==> src/logic/eip_consts.vh <==
// Functional notes
// [RL1] Each event gives one low pulse, 100 us
// [RL2] Pin stays high at least 100 us between pulses
// [RL3] Pulses never change the operating mode
// [RL4] Class 0: only wake status and unmasked CAN timeout events interrupt
// [RL5] Wake events count only if source enabled
// [RL6] CAN timeout gated by its own mask only
// [RL7] Class 1 adds failures; level status never
// [RL8] Restart/fail-safe, reset, state bits never interrupt
// [RL9] Stop entry with wake bits set pulses
// [RL10] Status registers update at pulse falling edge; can_timeout_status sets on the event cycle instead
// [RL11] Events latched until host reads and clears
// [RL12] Host may reread after clear to confirm
// [RL13] Init mode samples pin, filtered 10 us
// [RL14] Measurement mode blocks wake inputs one, two
// [RL15] Requests during pulse or gap stay pending
// [RL16] Timings counted in oscillator cycles
`ifndef EIP_CONSTS_VH
`define EIP_CONSTS_VH
// ----------------------------------------------------------------
// Timing
// ----------------------------------------------------------------
`define EIP_CLK_MHZ 250
`define EIP_PULSE_US 100
`define EIP_GAP_US 100
`define EIP_CFG_FILT_US 10
`define EIP_PULSE_CYC (`EIP_PULSE_US * `EIP_CLK_MHZ)
`define EIP_GAP_CYC (`EIP_GAP_US * `EIP_CLK_MHZ)
`define EIP_CFG_FILT_CYC (`EIP_CFG_FILT_US * `EIP_CLK_MHZ)
`define EIP_CNT_W 16
// ----------------------------------------------------------------
// Field layout
// ----------------------------------------------------------------
`define EIP_WAKE_W 8
`define EIP_FAIL_W 8
`define EIP_WK1_BIT 0
`define EIP_WK2_BIT 1
`define EIP_RST_WAKE 8'h00
`define EIP_RST_FAIL 8'h00
`endif

==> src/logic/eip_sticky.v <==
`include "eip_consts.vh"
// ----------------------------------------------------------------
// Sticky status byte: hardware set wins over host clear
// ----------------------------------------------------------------
module eip_sticky #(
	parameter W = 8
) (
	input wire clock,
	input wire nrst,
	input wire [W-1:0] set_bits,
	input wire [W-1:0] clr_bits,
	input wire commit,
	output reg [W-1:0] pend_reg,
	output reg [W-1:0] stat_reg
);
	// Pending holds events; visible copy loaded on commit, host clears apply in any cycle
	always @(posedge clock or negedge nrst) begin
		if (!nrst) begin
			pend_reg <= {W{1'b0}};
			stat_reg <= {W{1'b0}};
		end else begin
			pend_reg <= (pend_reg & ~clr_bits) | set_bits; // [RL11]
			if (commit) begin
				stat_reg <= (pend_reg & ~clr_bits) | set_bits; // [RL10]
			end else begin
				stat_reg <= stat_reg & ~clr_bits; // [RL11]
			end
		end
	end
endmodule // eip_sticky

==> src/logic/eip_pulser.v <==
`include "eip_consts.vh"
// ----------------------------------------------------------------
// Interrupt pulse generator with status capture
// ----------------------------------------------------------------
module eip_pulser (
	input wire clock,
	input wire nrst,
	input wire mode_normal,
	input wire mode_stop,
	input wire mode_init,
	input wire stop_cmd,
	input wire class_global,
	input wire can_timeout_irq_mask,
	input wire voltage_measure_enable,
	input wire [7:0] wake_first_ev,
	input wire [7:0] wake_first_en,
	input wire [7:0] wake_second_ev,
	input wire [7:0] wake_second_en,
	input wire can_timeout_event,
	input wire [7:0] fail_ev,
	input wire [7:0] fail_int_capable,
	input wire [7:0] wake_first_clr,
	input wire [7:0] wake_second_clr,
	input wire [7:0] fail_clr,
	input wire can_timeout_clr,
	input wire int_pin_in,
	output reg int_pin_out,
	output wire int_pin_oe,
	output wire [7:0] wake_status_first,
	output wire [7:0] wake_status_second,
	output wire [7:0] fail_status,
	output reg can_timeout_status,
	output reg hw_config_reg,
	output reg hw_config_valid
);
	// ----------------------------------------------------------------
	// States, one-hot
	// ----------------------------------------------------------------
	localparam [2:0] ST_IDLE = 3'h1;
	localparam [2:0] ST_PULSE = 3'h2;
	localparam [2:0] ST_GAP = 3'h4;
	localparam [`EIP_CNT_W-1:0] PULSE_CYC = `EIP_PULSE_CYC; // [RL16]
	localparam [`EIP_CNT_W-1:0] GAP_CYC = `EIP_GAP_CYC; // [RL16]
	localparam [`EIP_CNT_W-1:0] CFG_CYC = `EIP_CFG_FILT_CYC; // [RL16]
	localparam [`EIP_CNT_W-1:0] ONE = 16'h0001;

	reg [2:0] state_reg;
	reg [2:0] state_next;
	reg [`EIP_CNT_W-1:0] cnt_reg; // Pulse and gap timer
	reg [`EIP_CNT_W-1:0] cnt_next;
	reg pend_reg; // Request waiting for the gap to expire
	reg [`EIP_CNT_W-1:0] cfg_cnt_reg; // Config filter timer
	reg cfg_last_reg; // Last sampled pin level in init
	wire [7:0] wake_first_pend;
	wire [7:0] wake_second_pend;
	wire [7:0] fail_pend;
	wire [7:0] wk1_gate; // Measurement mode masks wake one and two
	wire [7:0] wk_first_set;
	wire [7:0] wk_second_set;
	wire [7:0] fail_set;
	wire cto_set;
	wire commit; // Falling edge of the pulse
	wire irq_active; // Pulses only in normal or stop mode
	wire new_event;
	wire stop_req;
	wire request;

	// ----------------------------------------------------------------
	// Event qualification
	// ----------------------------------------------------------------
	// Measurement function removes wake one and two from status
	assign wk1_gate = voltage_measure_enable ?
		~(8'h01 << `EIP_WK1_BIT | 8'h01 << `EIP_WK2_BIT) : 8'hFF; // [RL14]
	assign wk_first_set = wake_first_ev & wake_first_en & wk1_gate; // [RL5]
	assign wk_second_set = wake_second_ev & wake_second_en; // [RL5]
	// Restart/fail-safe causes arrive with capable bit low
	assign fail_set = fail_ev & fail_int_capable; // [RL8]
	assign cto_set = can_timeout_event;
	assign irq_active = mode_normal | mode_stop;
	// Class 1 adds failures; CAN timeout follows its mask alone
	assign new_event = (|wk_first_set) | (|wk_second_set) | // [RL4]
		(cto_set & ~can_timeout_irq_mask) | // [RL6]
		(class_global & (|fail_set)); // [RL7]
	assign stop_req = stop_cmd & ((|wake_first_pend) | (|wake_second_pend)); // [RL9]
	assign request = new_event | stop_req;
	assign commit = (state_reg == ST_IDLE) & irq_active & (pend_reg | request);

	// ----------------------------------------------------------------
	// Latched status
	// ----------------------------------------------------------------
	eip_sticky #(.W(8)) u_wk1 (
		.clock(clock),
		.nrst(nrst),
		.set_bits(wk_first_set),
		.clr_bits(wake_first_clr),
		.commit(commit),
		.pend_reg(wake_first_pend),
		.stat_reg(wake_status_first)
	);
	eip_sticky #(.W(8)) u_wk2 (
		.clock(clock),
		.nrst(nrst),
		.set_bits(wk_second_set),
		.clr_bits(wake_second_clr),
		.commit(commit),
		.pend_reg(wake_second_pend),
		.stat_reg(wake_status_second)
	);
	eip_sticky #(.W(8)) u_fail (
		.clock(clock),
		.nrst(nrst),
		.set_bits(fail_set),
		.clr_bits(fail_clr),
		.commit(commit),
		.pend_reg(fail_pend),
		.stat_reg(fail_status)
	);

	// CAN timeout flag: set wins over clear
	always @(posedge clock or negedge nrst) begin
		if (!nrst) begin
			can_timeout_status <= 1'b0;
		end else begin
			can_timeout_status <= (can_timeout_status & ~can_timeout_clr) | cto_set; // [RL11]
		end
	end

	// ----------------------------------------------------------------
	// Pulse state machine; mode inputs are read, never written
	// ----------------------------------------------------------------
	always @* begin
		state_next = state_reg;
		cnt_next = cnt_reg;
		case (state_reg)
			ST_IDLE: begin
				if (commit) begin
					state_next = ST_PULSE; // [RL1]
					cnt_next = PULSE_CYC - ONE;
				end
			end
			ST_PULSE: begin
				if (cnt_reg == 16'h0000) begin
					state_next = ST_GAP; // [RL2]
					cnt_next = GAP_CYC - ONE;
				end else begin
					cnt_next = cnt_reg - ONE;
				end
			end
			ST_GAP: begin
				if (cnt_reg == 16'h0000) begin
					state_next = ST_IDLE;
				end else begin
					cnt_next = cnt_reg - ONE;
				end
			end
			default: begin
				state_next = ST_IDLE;
				cnt_next = 16'h0000;
			end
		endcase
	end

	// State, timer and pending request; pin is registered
	always @(posedge clock or negedge nrst) begin
		if (!nrst) begin
			state_reg <= ST_IDLE;
			cnt_reg <= 16'h0000;
			pend_reg <= 1'b0;
			int_pin_out <= 1'b1;
		end else begin
			state_reg <= state_next;
			cnt_reg <= cnt_next;
			if (commit) begin
				pend_reg <= 1'b0;
			end else if (request) begin
				pend_reg <= 1'b1; // [RL15]
			end
			int_pin_out <= (state_next != ST_PULSE); // [RL3]
		end
	end

	// Push/pull output driven outside init so config can be read
	assign int_pin_oe = ~mode_init;

	// ----------------------------------------------------------------
	// Configuration select: pin level must be stable 10 us in init
	// ----------------------------------------------------------------
	always @(posedge clock or negedge nrst) begin
		if (!nrst) begin
			cfg_cnt_reg <= 16'h0000;
			cfg_last_reg <= 1'b0;
			hw_config_reg <= 1'b0;
			hw_config_valid <= 1'b0;
		end else if (mode_init) begin
			cfg_last_reg <= int_pin_in;
			if (int_pin_in != cfg_last_reg) begin
				cfg_cnt_reg <= 16'h0000; // Restart filter on any change
			end else if (cfg_cnt_reg == CFG_CYC - ONE) begin
				hw_config_reg <= cfg_last_reg; // [RL13]
				hw_config_valid <= 1'b1;
			end else begin
				cfg_cnt_reg <= cfg_cnt_reg + ONE;
			end
		end else begin
			cfg_cnt_reg <= 16'h0000;
		end
	end
endmodule // eip_pulser

==> config.mk <==
export PLATFORM = sky130hd
export DESIGN_NAME = eip_pulser
export DESIGN_NICKNAME = d
export VERILOG_FILES = /design/src/logic/eip_sticky.v /design/src/logic/eip_pulser.v
export VERILOG_INCLUDE_DIRS = /design/src /design/src/logic
export SDC_FILE = /design/constraint.sdc
export NUM_CORES = 1
export LEC_CHECK = 0
export BUFFER_PORTS_ARGS = -buffer_cell sky130_fd_sc_hd__buf_2
export CAP_MARGIN = 5
export CORE_ASPECT_RATIO = 0.9
export CORE_MARGIN = 4
export CORE_UTILIZATION = 55
export DETAILED_ROUTE_END_ITERATION = 8
export HOLD_SLACK_MARGIN = 0.03
export PLACE_DENSITY_LB_ADDON = 0.08
export SLEW_MARGIN = 20
export SYNTH_ARGS = -nofsm -noshare
export SYNTH_HDL_FRONTEND = slang
export SYNTH_SLANG_ARGS = --single-unit
==> constraint.sdc <==
create_clock -name clock -period 6.65 [get_ports clock]
set_input_delay 0.9975 -clock clock [delete_from_list [all_inputs] [get_ports clock]]
set_output_delay 0.9975 -clock clock [all_outputs]
set_load 0.03 [all_outputs]
==> flow_summary_export.csv, run 1 <==
group,metric,value,unit
status,status,"complete, no violations",
clock_network,cts.clk_slew.worst_paths,0.09,ns
sta,drv_slew,0,
placed_design,place_area,4830,um2
placed_design,portBuffers,112,
sta,hold_viol,0,
floorplan,start_util,58.2,%
yosys,async_flop_share,100,%
yosys,synth_edf_count,0,
critical_path,crit_type,"in2reg",
power,combPwrFrac,37.1,%
power,total_leakage_power,2.55,nW
sta,max_freq,0.362,GHz
route,highest_layer,"met4",
yosys,syn_area_per_cell,10.2,um2
yosys,syn-cell-area,4200,um2
route,drt-initial-drc-count,105,
clock_network,ctsHoldBuffers,0,
yosys,yosysMostFrequentCell,"dfrtp_1",
global_routing,grt_pass1_vias,3429,
sta,finClkSkew,0.0119,ns
critical_path,cp-end-kind,"register",
cells_and_area,drive_gt1_share,31.3,%
route,met3_length,754,um
floorplan,design.core.area,7220,um2
route,postRouteAntennaNets,0,
sta,max_slew.worst_pin.slew,1.01,ns
route,firstDrtPassIters,4,
yosys,ys_warn_count,0,
sta,fin_crit_sh,41.6,%
global_routing,grt_pass1_wl,16200,um
clock_network,cts_buffer_depth,2,
flow_run,maxCapViolCount,0,
floorplan,die_y,90.9,um
yosys,yosys.area.top_type,"dfrtp_1",
sta,finalSetupViolations,0,
route,num_vias,3396,
sta,grt_setup_unrepaired,"false",
clock_network,numCtsBuffers,9,
placed_design,place_hpwl,6900,um
yosys,syn_nets,496,
floorplan,die_area,9100,um2
global_routing,globalRouteOverflowTotal,0,
power,pwr-share-clk,23.8,%
global_routing,track_usage,22.3,%
route,wl_per_cell,15.4,um
route,wl_met1,4300,um
critical_path,worstPathMaxFanout,20,
worst_hold_path,hold_path.class,"reg2reg",
route,via_per_inst,5.45,
yosys,synthTopCellsByArea,"dfrtp_1 (52%), mux2_2 (7.5%), nand2_1 (3.9%), o21ai_0 (3.8%), nor2b_1 (3.7%)",
critical_path,start_kind,"primary input",
cells_and_area,area_delta_synth_final,21.0,%
power,seqPwrFrac,39.1,%
clock_network,cts-resized-gates,0,
yosys,ys_seq_elements,89,
floorplan,ios,113,
route,drcViolationCount,0,
clock_network,post-cts-setup-buffers,0,
sta,setup_tns,0,ns
clock_network,cts_tree,"built",
power,p_per_area,374,nW/um2
yosys,syn-instance-count,410,
clock_network,ctsRootBufferMaster,"clkbuf_8",
power,switching_share,37.5,%
yosys,yosys.cell_types.count,47,
yosys,netlist.area_leader.share,51.8,%
power,ir_drop,0.000231,V
floorplan,row_count,29,
power,p_int,1.19,mW
global_routing,antenna_found_initial,0,
placed_design,post-place-ws,3.55,ns
route,routed_wl,9560,um
sta,final.setup.worst_slack,3.88,ns
critical_path,critPathRequiredTime,6.89,ns
cells_and_area,final_area,5080,um2
critical_path,arrival,3.01,ns
clock_network,htree_levels,3,
global_routing,grt_start_max_net_pins,90,
power,switchingPower,0.712,mW
sta,slew_headroom,32.3,%
floorplan,die_x,100,um
clock_network,numClockSinks,89,
clock_network,insertion_delay,0.36,ns
placed_design,place_congestion,0.811,
yosys,ys_seq_area_share,53.1,%
yosys,synthFlopType,"dfrtp_1",
sta,layout_min_cycle_time,2.77,ns
cells_and_area,n_antenna_cell,0,
cells_and_area,nets,611,
route,met2_wirelength,4440,um
yosys,synth_common_cells,"dfrtp_1 (87), nand2_1 (44), inv_1 (34), o21ai_0 (32), mux2_2 (28)",
-- cell type report --
type	instances	area, um2
flip-flops and latches	89	2230
clock buffers	10	138
inverters	34	128
well taps	93	116
fillers	568	2140
repair buffers	113	574
multi-input cells	278	1780
clock inverters	6	115
-- per-stage QoR --
step	std cells	hold WS (ns)	util, %	total power, mW
after global routing	623	0.542	70.4	2.02
after global placement	607	0.462	66.8	1.43
after detailed placement	607	0.482	66.8	1.45
after floorplan	410	0.451	-	1.26
after CTS	623	0.514	70.3	1.91
final	623	0.510	70.4	1.90
-- per-layer routing --
metal  global-route usage, %  vias to the layer above
met4                    5.27                        0
li1                        -                     1665
met3                    7.18                        9
met5                       0                        -
met1                    30.7                     1606
met2                    34.4                      116
-- cell usage in the layout, fill, tap and decap left out, drive strengths merged, types with 3 or more instances in the layout --
master,netlist,layout
a21oi,10,10
a31oi,7,7
and3,6,6
buf,6,113
bufinv,0,3
clkbuf,3,10
dfrtp,87,87
inv,34,34
mux2,28,28
mux2i,3,3
nand2,44,44
nand2b,3,3
nand3,21,21
nand4,7,7
nor2,23,23
nor2b,25,25
nor3,9,9
nor4,7,7
nor4b,4,4
o2111a,3,3
o211ai,3,3
o21ai,32,32
or3,10,10
xnor2,5,5
xor2,7,7
-- power by group through the flow --
stage / Combinational [mW] / Sequential, mW / Clock (mW)
finish: 0.705 / 0.743 / 0.452
global route: 0.768 / 0.759 / 0.490
CTS: 0.705 / 0.742 / 0.465
detailed placement: 0.698 / 0.749 / 0
global placement: 0.681 / 0.748 / 0
floorplan: 0.421 / 0.839 / 0
-- cell families (layout without fill, tap and decap cells) --
group | Yosys count | in the layout | share of synthesized area [%]
flops | 89 | 89 | 53.1
compound gates | 68 | 68 | 10.5
fa+ha+maj | 2 | 2 | 0.596
xor+xnor | 12 | 12 | 2.50
simple gates | 165 | 165 | 20.6
buf+inv | 43 | 163 | 4.47
mux | 31 | 31 | 8.22
-- critical path: stages --
cell,delay (ns)
buf_2,0.09
nand2_1,0.07
o2111ai_1,0.15
nor4b_1,0.41
nand4_1,0.18
nand2_1,0.35
buf_4,0.37
mux2_2,0.38
-- worst paths after layout --
kind	slack, ns	cells after the start	to	startpoint
setup / recovery	3.88	8	u_wk2.stat_reg[2]$_DFF_PN0_	wake_second_ev[7]
hold / removal	0.51	1	hw_config_valid$_DFFE_PN0P_	hw_config_valid$_DFFE_PN0P_
setup reg to reg	4.00	8	cnt_reg[13]$_DFFE_PN0P_	cnt_reg[0]$_DFFE_PN0P_
hold reg to reg	0.51	1	hw_config_valid$_DFFE_PN0P_	hw_config_valid$_DFFE_PN0P_
max in group asynchronous	5.44	1	u_fail.stat_reg[6]$_DFF_PN0_	nrst
min in group asynchronous	0.69	1	u_wk2.stat_reg[4]$_DFF_PN0_	nrst
No activity file was read; power rests on OpenSTA's default activity.
==> inputs of run 2 (changes only) <==
--- a/config.mk
+++ b/config.mk
@@ -10,7 +10,7 @@
 export CAP_MARGIN = 5
 export CORE_ASPECT_RATIO = 0.9
 export CORE_MARGIN = 4
-export CORE_UTILIZATION = 55
+export CORE_UTILIZATION = 47
 export DETAILED_ROUTE_END_ITERATION = 8
 export HOLD_SLACK_MARGIN = 0.03
 export PLACE_DENSITY_LB_ADDON = 0.08
==> constraint.sdc (replaced) <==
create_clock -name clock -period 2.3 [get_ports clock]
set_input_delay 0.345 -clock clock [delete_from_list [all_inputs] [get_ports clock]]
set_output_delay 0.345 -clock clock [all_outputs]
set_load 0.03 [all_outputs]
==> flow_summary_export.csv, run 2 (synthesis gave the netlist of run 1 again) <==
group,metric,value,unit
sta,setup_tns,0,ns
critical_path,start_kind,"register",
critical_path,worstPathMaxFanout,7,
power,ir_drop,0.000541,V
route,wl_per_cell,14.2,um
cells_and_area,nets,635,
floorplan,die_area,10500,um2
critical_path,critPathCapture,"cnt_reg[5]$_DFFE_PN0P_",
clock_network,cts_tree,"built",
critical_path,critPathRequiredTime,2.58,ns
power,p_per_area,1040,nW/um2
route,postRouteAntennaNets,0,
sta,max_slew.worst_pin.slew,0.601,ns
flow_run,maxCapViolCount,0,
route,num_vias,3415,
worst_hold_path,hold_path.class,"in2reg",
clock_network,insertion_delay,0.36,ns
power,seqPwrFrac,38.9,%
power,switchingPower,2.13,mW
global_routing,track_usage,19.0,%
floorplan,start_util,48.6,%
sta,max_freq,0.451,GHz
clock_network,ctsRootBufferMaster,"clkbuf_8",
power,switching_share,38.6,%
status,status,"complete, no violations",
critical_path,timing.rr.end,"cnt_reg[5]$_DFFE_PN0P_",
global_routing,grt_pass1_wl,16000,um
critical_path,reg2reg_depth,6,
critical_path,cp-end-kind,"register",
route,via_per_inst,5.07,
sta,hold_viol,0,
sta,layout_min_cycle_time,2.22,ns
floorplan,ios,113,
sta,drv_slew,0,
clock_network,cts_buffer_depth,2,
power,total_leakage_power,2.65,nW
cells_and_area,final_common_cell,"buf_2",
route,drt-initial-drc-count,122,
critical_path,r2r_slack,0.08,ns
clock_network,numCtsBuffers,9,
sta,final.setup.worst_slack,0.0811,ns
sta,finalSetupViolations,0,
clock_network,numClockSinks,89,
floorplan,row_count,32,
clock_network,cts.clk_slew.worst_paths,0.09,ns
cells_and_area,area_delta_synth_final,26.4,%
route,firstDrtPassIters,4,
critical_path,rr_startpoint,"cnt_reg[13]$_DFFE_PN0P_",
floorplan,die_y,97.7,um
global_routing,globalRouteOverflowTotal,0,
placed_design,place_hpwl,7140,um
route,routed_wl,9600,um
power,p_int,3.40,mW
clock_network,htree_levels,3,
sta,slew_headroom,60.0,%
sta,fin_crit_sh,96.5,%
floorplan,design.core.area,8650,um2
global_routing,grt_start_max_net_pins,47,
power,combPwrFrac,42.8,%
placed_design,post-place-ws,-0.0680,ns
power,pwr-share-clk,18.4,%
global_routing,antenna_found_initial,0,
placed_design,portBuffers,112,
sta,finClkSkew,0.0140,ns
critical_path,crit_type,"reg2reg",
cells_and_area,drive_gt1_share,35.7,%
global_routing,grt_pass1_vias,3365,
route,drcViolationCount,0,
critical_path,startpoint,"cnt_reg[13]$_DFFE_PN0P_",
placed_design,place_congestion,0.813,
critical_path,arrival,2.50,ns
floorplan,die_x,108,um
cells_and_area,final_cell_mix,"buf_2 (111), dfrtp_1 (87), nand2_1 (44)",
run 2: worst min-delay path by stage:
stage                                    to             from  cells past startpoint  slack, ns
2_1_floorplan  can_timeout_status$_DFF_PN0_             nrst                      0       0.05
3_3_place_gp    u_wk2.pend_reg[1]$_DFF_PN0_             nrst                      1       0.40
3_5_place_dp    u_wk2.stat_reg[1]$_DFF_PN0_             nrst                      1       0.40
4_1_cts        can_timeout_status$_DFF_PN0_  can_timeout_clr                      2       0.16
5_1_grt        can_timeout_status$_DFF_PN0_  can_timeout_clr                      2       0.19
6_report       can_timeout_status$_DFF_PN0_  can_timeout_clr                      2       0.17
run 2: per-layer routing:
metal,part of all wire (%),track usage [%],routed length (um)
met1,47,27.2,4520
met2,46,29.0,4370
met3,6.1,5.05,582
met4,1.3,4.47,120
met5,0,0,0
run 2: power groups by stage:
stage	Sequential, mW	Combinational [mW]	Clock (mW)
after floorplan	2.42	1.22	0
after global placement	2.15	2.21	0
after detailed placement	2.15	2.24	0
after CTS	2.13	2.25	1.05
after global routing	2.20	2.58	1.12
final	2.15	2.36	1.01
run 2: final cells by class:
cell class | instances | area, um2
sequential | 89 | 2230
antenna | 1 | 2.50
multi-input combinational | 278 | 1830
tap | 119 | 149
timing repair buffer | 137 | 778
clock inverter | 5 | 38.8
clock buffer | 11 | 151
fill | 767 | 3340
inverter | 34 | 128
run 2: critical path, cell delays in order, from the launching register on:
cell and delay [ns]:
dfrtp_1 0.41, or4_4 0.54, or2_4 0.31, o41a_1 0.53, nand3_1 0.15, nand3_1 0.08
a21oi_1 0.14
run 2: repair_timing:
action | in CTS | in global routing
hold buffers | 1 | 0
endpoints found under the hold margin | 44 | 0
buffers inserted | 0 | 3
gates cloned | 0 | 0
resized for setup | 1 | 10
setup endpoints to repair | 5 | 15
pin swaps | 0 | 3
run 2: per-stage QoR:
stage	util, %	cells	power [mW]	hold WS (ns)	instance area [um2]
after floorplan	-	410	3.64	0.0494	4200
after global routing	61.3	673	5.91	0.194	5310
after global placement	58.2	653	4.36	0.397	5030
after detailed placement	58.2	653	4.39	0.400	5030
final	61.4	674	5.53	0.166	5310
after CTS	60.6	670	5.43	0.156	5240
==> inputs of run 3 (changes only) <==
--- a/config.mk
+++ b/config.mk
@@ -6,12 +6,12 @@
 export SDC_FILE = /design/constraint.sdc
 export NUM_CORES = 1
 export LEC_CHECK = 0
-export BUFFER_PORTS_ARGS = -buffer_cell sky130_fd_sc_hd__buf_2
 export CAP_MARGIN = 5
 export CORE_ASPECT_RATIO = 0.9
 export CORE_MARGIN = 4
-export CORE_UTILIZATION = 47
+export CORE_UTILIZATION = 55
 export DETAILED_ROUTE_END_ITERATION = 8
+export DONT_BUFFER_PORTS = 1
 export HOLD_SLACK_MARGIN = 0.03
 export PLACE_DENSITY_LB_ADDON = 0.08
 export SLEW_MARGIN = 20
==> flow_summary_export.csv, run 3 (synthesis gave the netlist of run 1 again) <==
group,metric,value,unit
sta,hold_viol,89,
sta,grt_setup_unrepaired,"true",
sta,drv_slew,0,
global_routing,grt_pass1_vias,3069,
critical_path,rr_startpoint,"cnt_reg[12]$_DFFE_PN0P_",
critical_path,worstPathMaxFanout,7,
placed_design,place_hpwl,6630,um
cells_and_area,multi_input_area,1850,um2
critical_path,critPathRequiredTime,2.59,ns
global_routing,grt_start_max_net_pins,90,
floorplan,ios,113,
floorplan,die_x,100,um
sta,fin_crit_sh,97.1,%
cells_and_area,final_area,4740,um2
floorplan,die_area,9100,um2
cells_and_area,drive_gt1_share,20.5,%
global_routing,grt_pass1_wl,15100,um
sta,finClkSkew,0.00989,ns
critical_path,r2r_slack,0.07,ns
cells_and_area,n_antenna_cell,0,
placed_design,portBuffers,0,
route,postRouteAntennaNets,0,
cells_and_area,final_cell_mix,"dfrtp_1 (87), nand2_1 (44), o21ai_0 (32), inv_1 (32), mux2_2 (28)",
floorplan,die_y,90.9,um
placed_design,place_area,4430,um2
route,routed_wl,9320,um
flow_run,maxCapViolCount,0,
global_routing,globalRouteOverflowTotal,0,
critical_path,start_kind,"register",
floorplan,design.core.area,7220,um2
worst_hold_path,hold_path.class,"in2async",
sta,slew_headroom,67.6,%
status,status,"finished with violations",
power,p_per_area,1160,nW/um2
cells_and_area,nets,524,
placed_design,place_inst,515,
route,drt-initial-drc-count,208,
placed_design,place_congestion,0.842,
route,num_vias,3184,
floorplan,start_util,58.2,%
critical_path,reg2reg_depth,7,
sta,hold_ws,-0.323,ns
power,total_leakage_power,2.20,nW
cells_and_area,final_core_util,65.6,%
clock_network,cts_tree,"built",
global_routing,antenna_found_initial,0,
cells_and_area,regArea,2230,um2
clock_network,insertion_delay,0.35,ns
clock_network,cts_buffer_depth,2,
sta,finalSetupViolations,0,
status,violations,"negative hold slack",
route,firstDrtPassIters,5,
cells_and_area,fill_cells,601,
power,ir_drop,0.000878,V
cells_and_area,final_cells,536,
floorplan,row_count,29,
route,wl_per_cell,17.4,um
placed_design,post-place-ws,-0.0216,ns
route,via_per_inst,5.94,
critical_path,arrival,2.52,ns
sta,final.setup.worst_slack,0.0666,ns
route,drcViolationCount,0,
clock_network,ctsRootBufferMaster,"clkbuf_8",
global_routing,track_usage,20.8,%
clock_network,htree_levels,3,
sta,layout_min_cycle_time,2.23,ns
critical_path,timing.rr.end,"cnt_reg[2]$_DFFE_PN0P_",
cells_and_area,final_common_cell,"dfrtp_1",
sta,max_freq,0.448,GHz
cells_and_area,area_delta_synth_final,12.8,%
critical_path,crit_type,"reg2reg",
clock_network,numCtsBuffers,9,
critical_path,cp-end-kind,"register",
sta,max_slew.worst_pin.slew,0.481,ns
clock_network,numClockSinks,89,
clock_network,cts.clk_slew.worst_paths,0.09,ns
## run 3: cell count changes in the layout (fill, tap and decap cells not counted), moves of 2 or more
cell | before | now
clkbuf_8 | 11 | 9
a21oi_1 | 9 | 6
a21oi_2 | 1 | 4
buf_2 | 111 | 1
## run 3: worst max path at each step
stage / from / to / depth (start not counted)
CTS: cnt_reg[13]$_DFFE_PN0P_ / cnt_reg[2]$_DFFE_PN0P_ / 7
finish: cnt_reg[12]$_DFFE_PN0P_ / cnt_reg[2]$_DFFE_PN0P_ / 7
global placement: cnt_reg[0]$_DFFE_PN0P_ / cnt_reg[5]$_DFFE_PN0P_ / 10
global route: cnt_reg[0]$_DFFE_PN0P_ / cnt_reg[2]$_DFFE_PN0P_ / 10
floorplan: cnt_reg[0]$_DFFE_PN0P_ / cnt_reg[13]$_DFFE_PN0P_ / 9
detailed placement: cnt_reg[13]$_DFFE_PN0P_ / cnt_reg[2]$_DFFE_PN0P_ / 7
## run 3: report_power, final
group / switching, mW / leakage [nW] / internal (mW) / total (mW)
clock: 0.579 / 0.0962 / 0.510 / 1.09
sequential: 0.588 / 1.15 / 1.90 / 2.49
combinational: 0.970 / 0.947 / 0.934 / 1.90
total: 2.14 / 2.20 / 3.35 / 5.48
## run 3: per-stage QoR
stage | TNS [ns] | power, mW
floorplan | 0 | 3.64
global placement | 0 | 4.14
detailed placement | -0.0216 | 4.18
CTS | 0 | 5.33
global route | -0.0608 | 5.80
finish | 0 | 5.48
## run 3: worst max-delay path, cell delays in order, from the launching register on
cell and delay (ns):
dfrtp_1 0.39, or4_4 0.54, or2_4 0.28, buf_6 0.13, o41a_1 0.45, nand3_1 0.14
nand3_1 0.10, a21oi_2 0.14
## run 3: area by class of cell
type / count / area share [%]
clock buffer: 9 / 2.61
multi-input combinational: 278 / 39.1
inverter: 34 / 2.69
sequential: 89 / 47.1
clock inverter: 7 / 1.61
tap: 93 / 2.46
timing repair buffer: 26 / 4.41
## run 3: metal layers
layer / GRT usage (%) / wire length (um)
met3: 7.95 / 853
met5: 0 / 0
met4: 5.61 / 145
met2: 31.6 / 4260
met1: 28.0 / 4060
## run 3: repair_timing
item                       in CTS  in global routing
pin swaps                       3                  7
gates resized for setup         3                 16
hold endpoints to repair       89                 89
setup endpoints to repair       2                 14
cloned                          0                  1
buffers inserted                1                  3
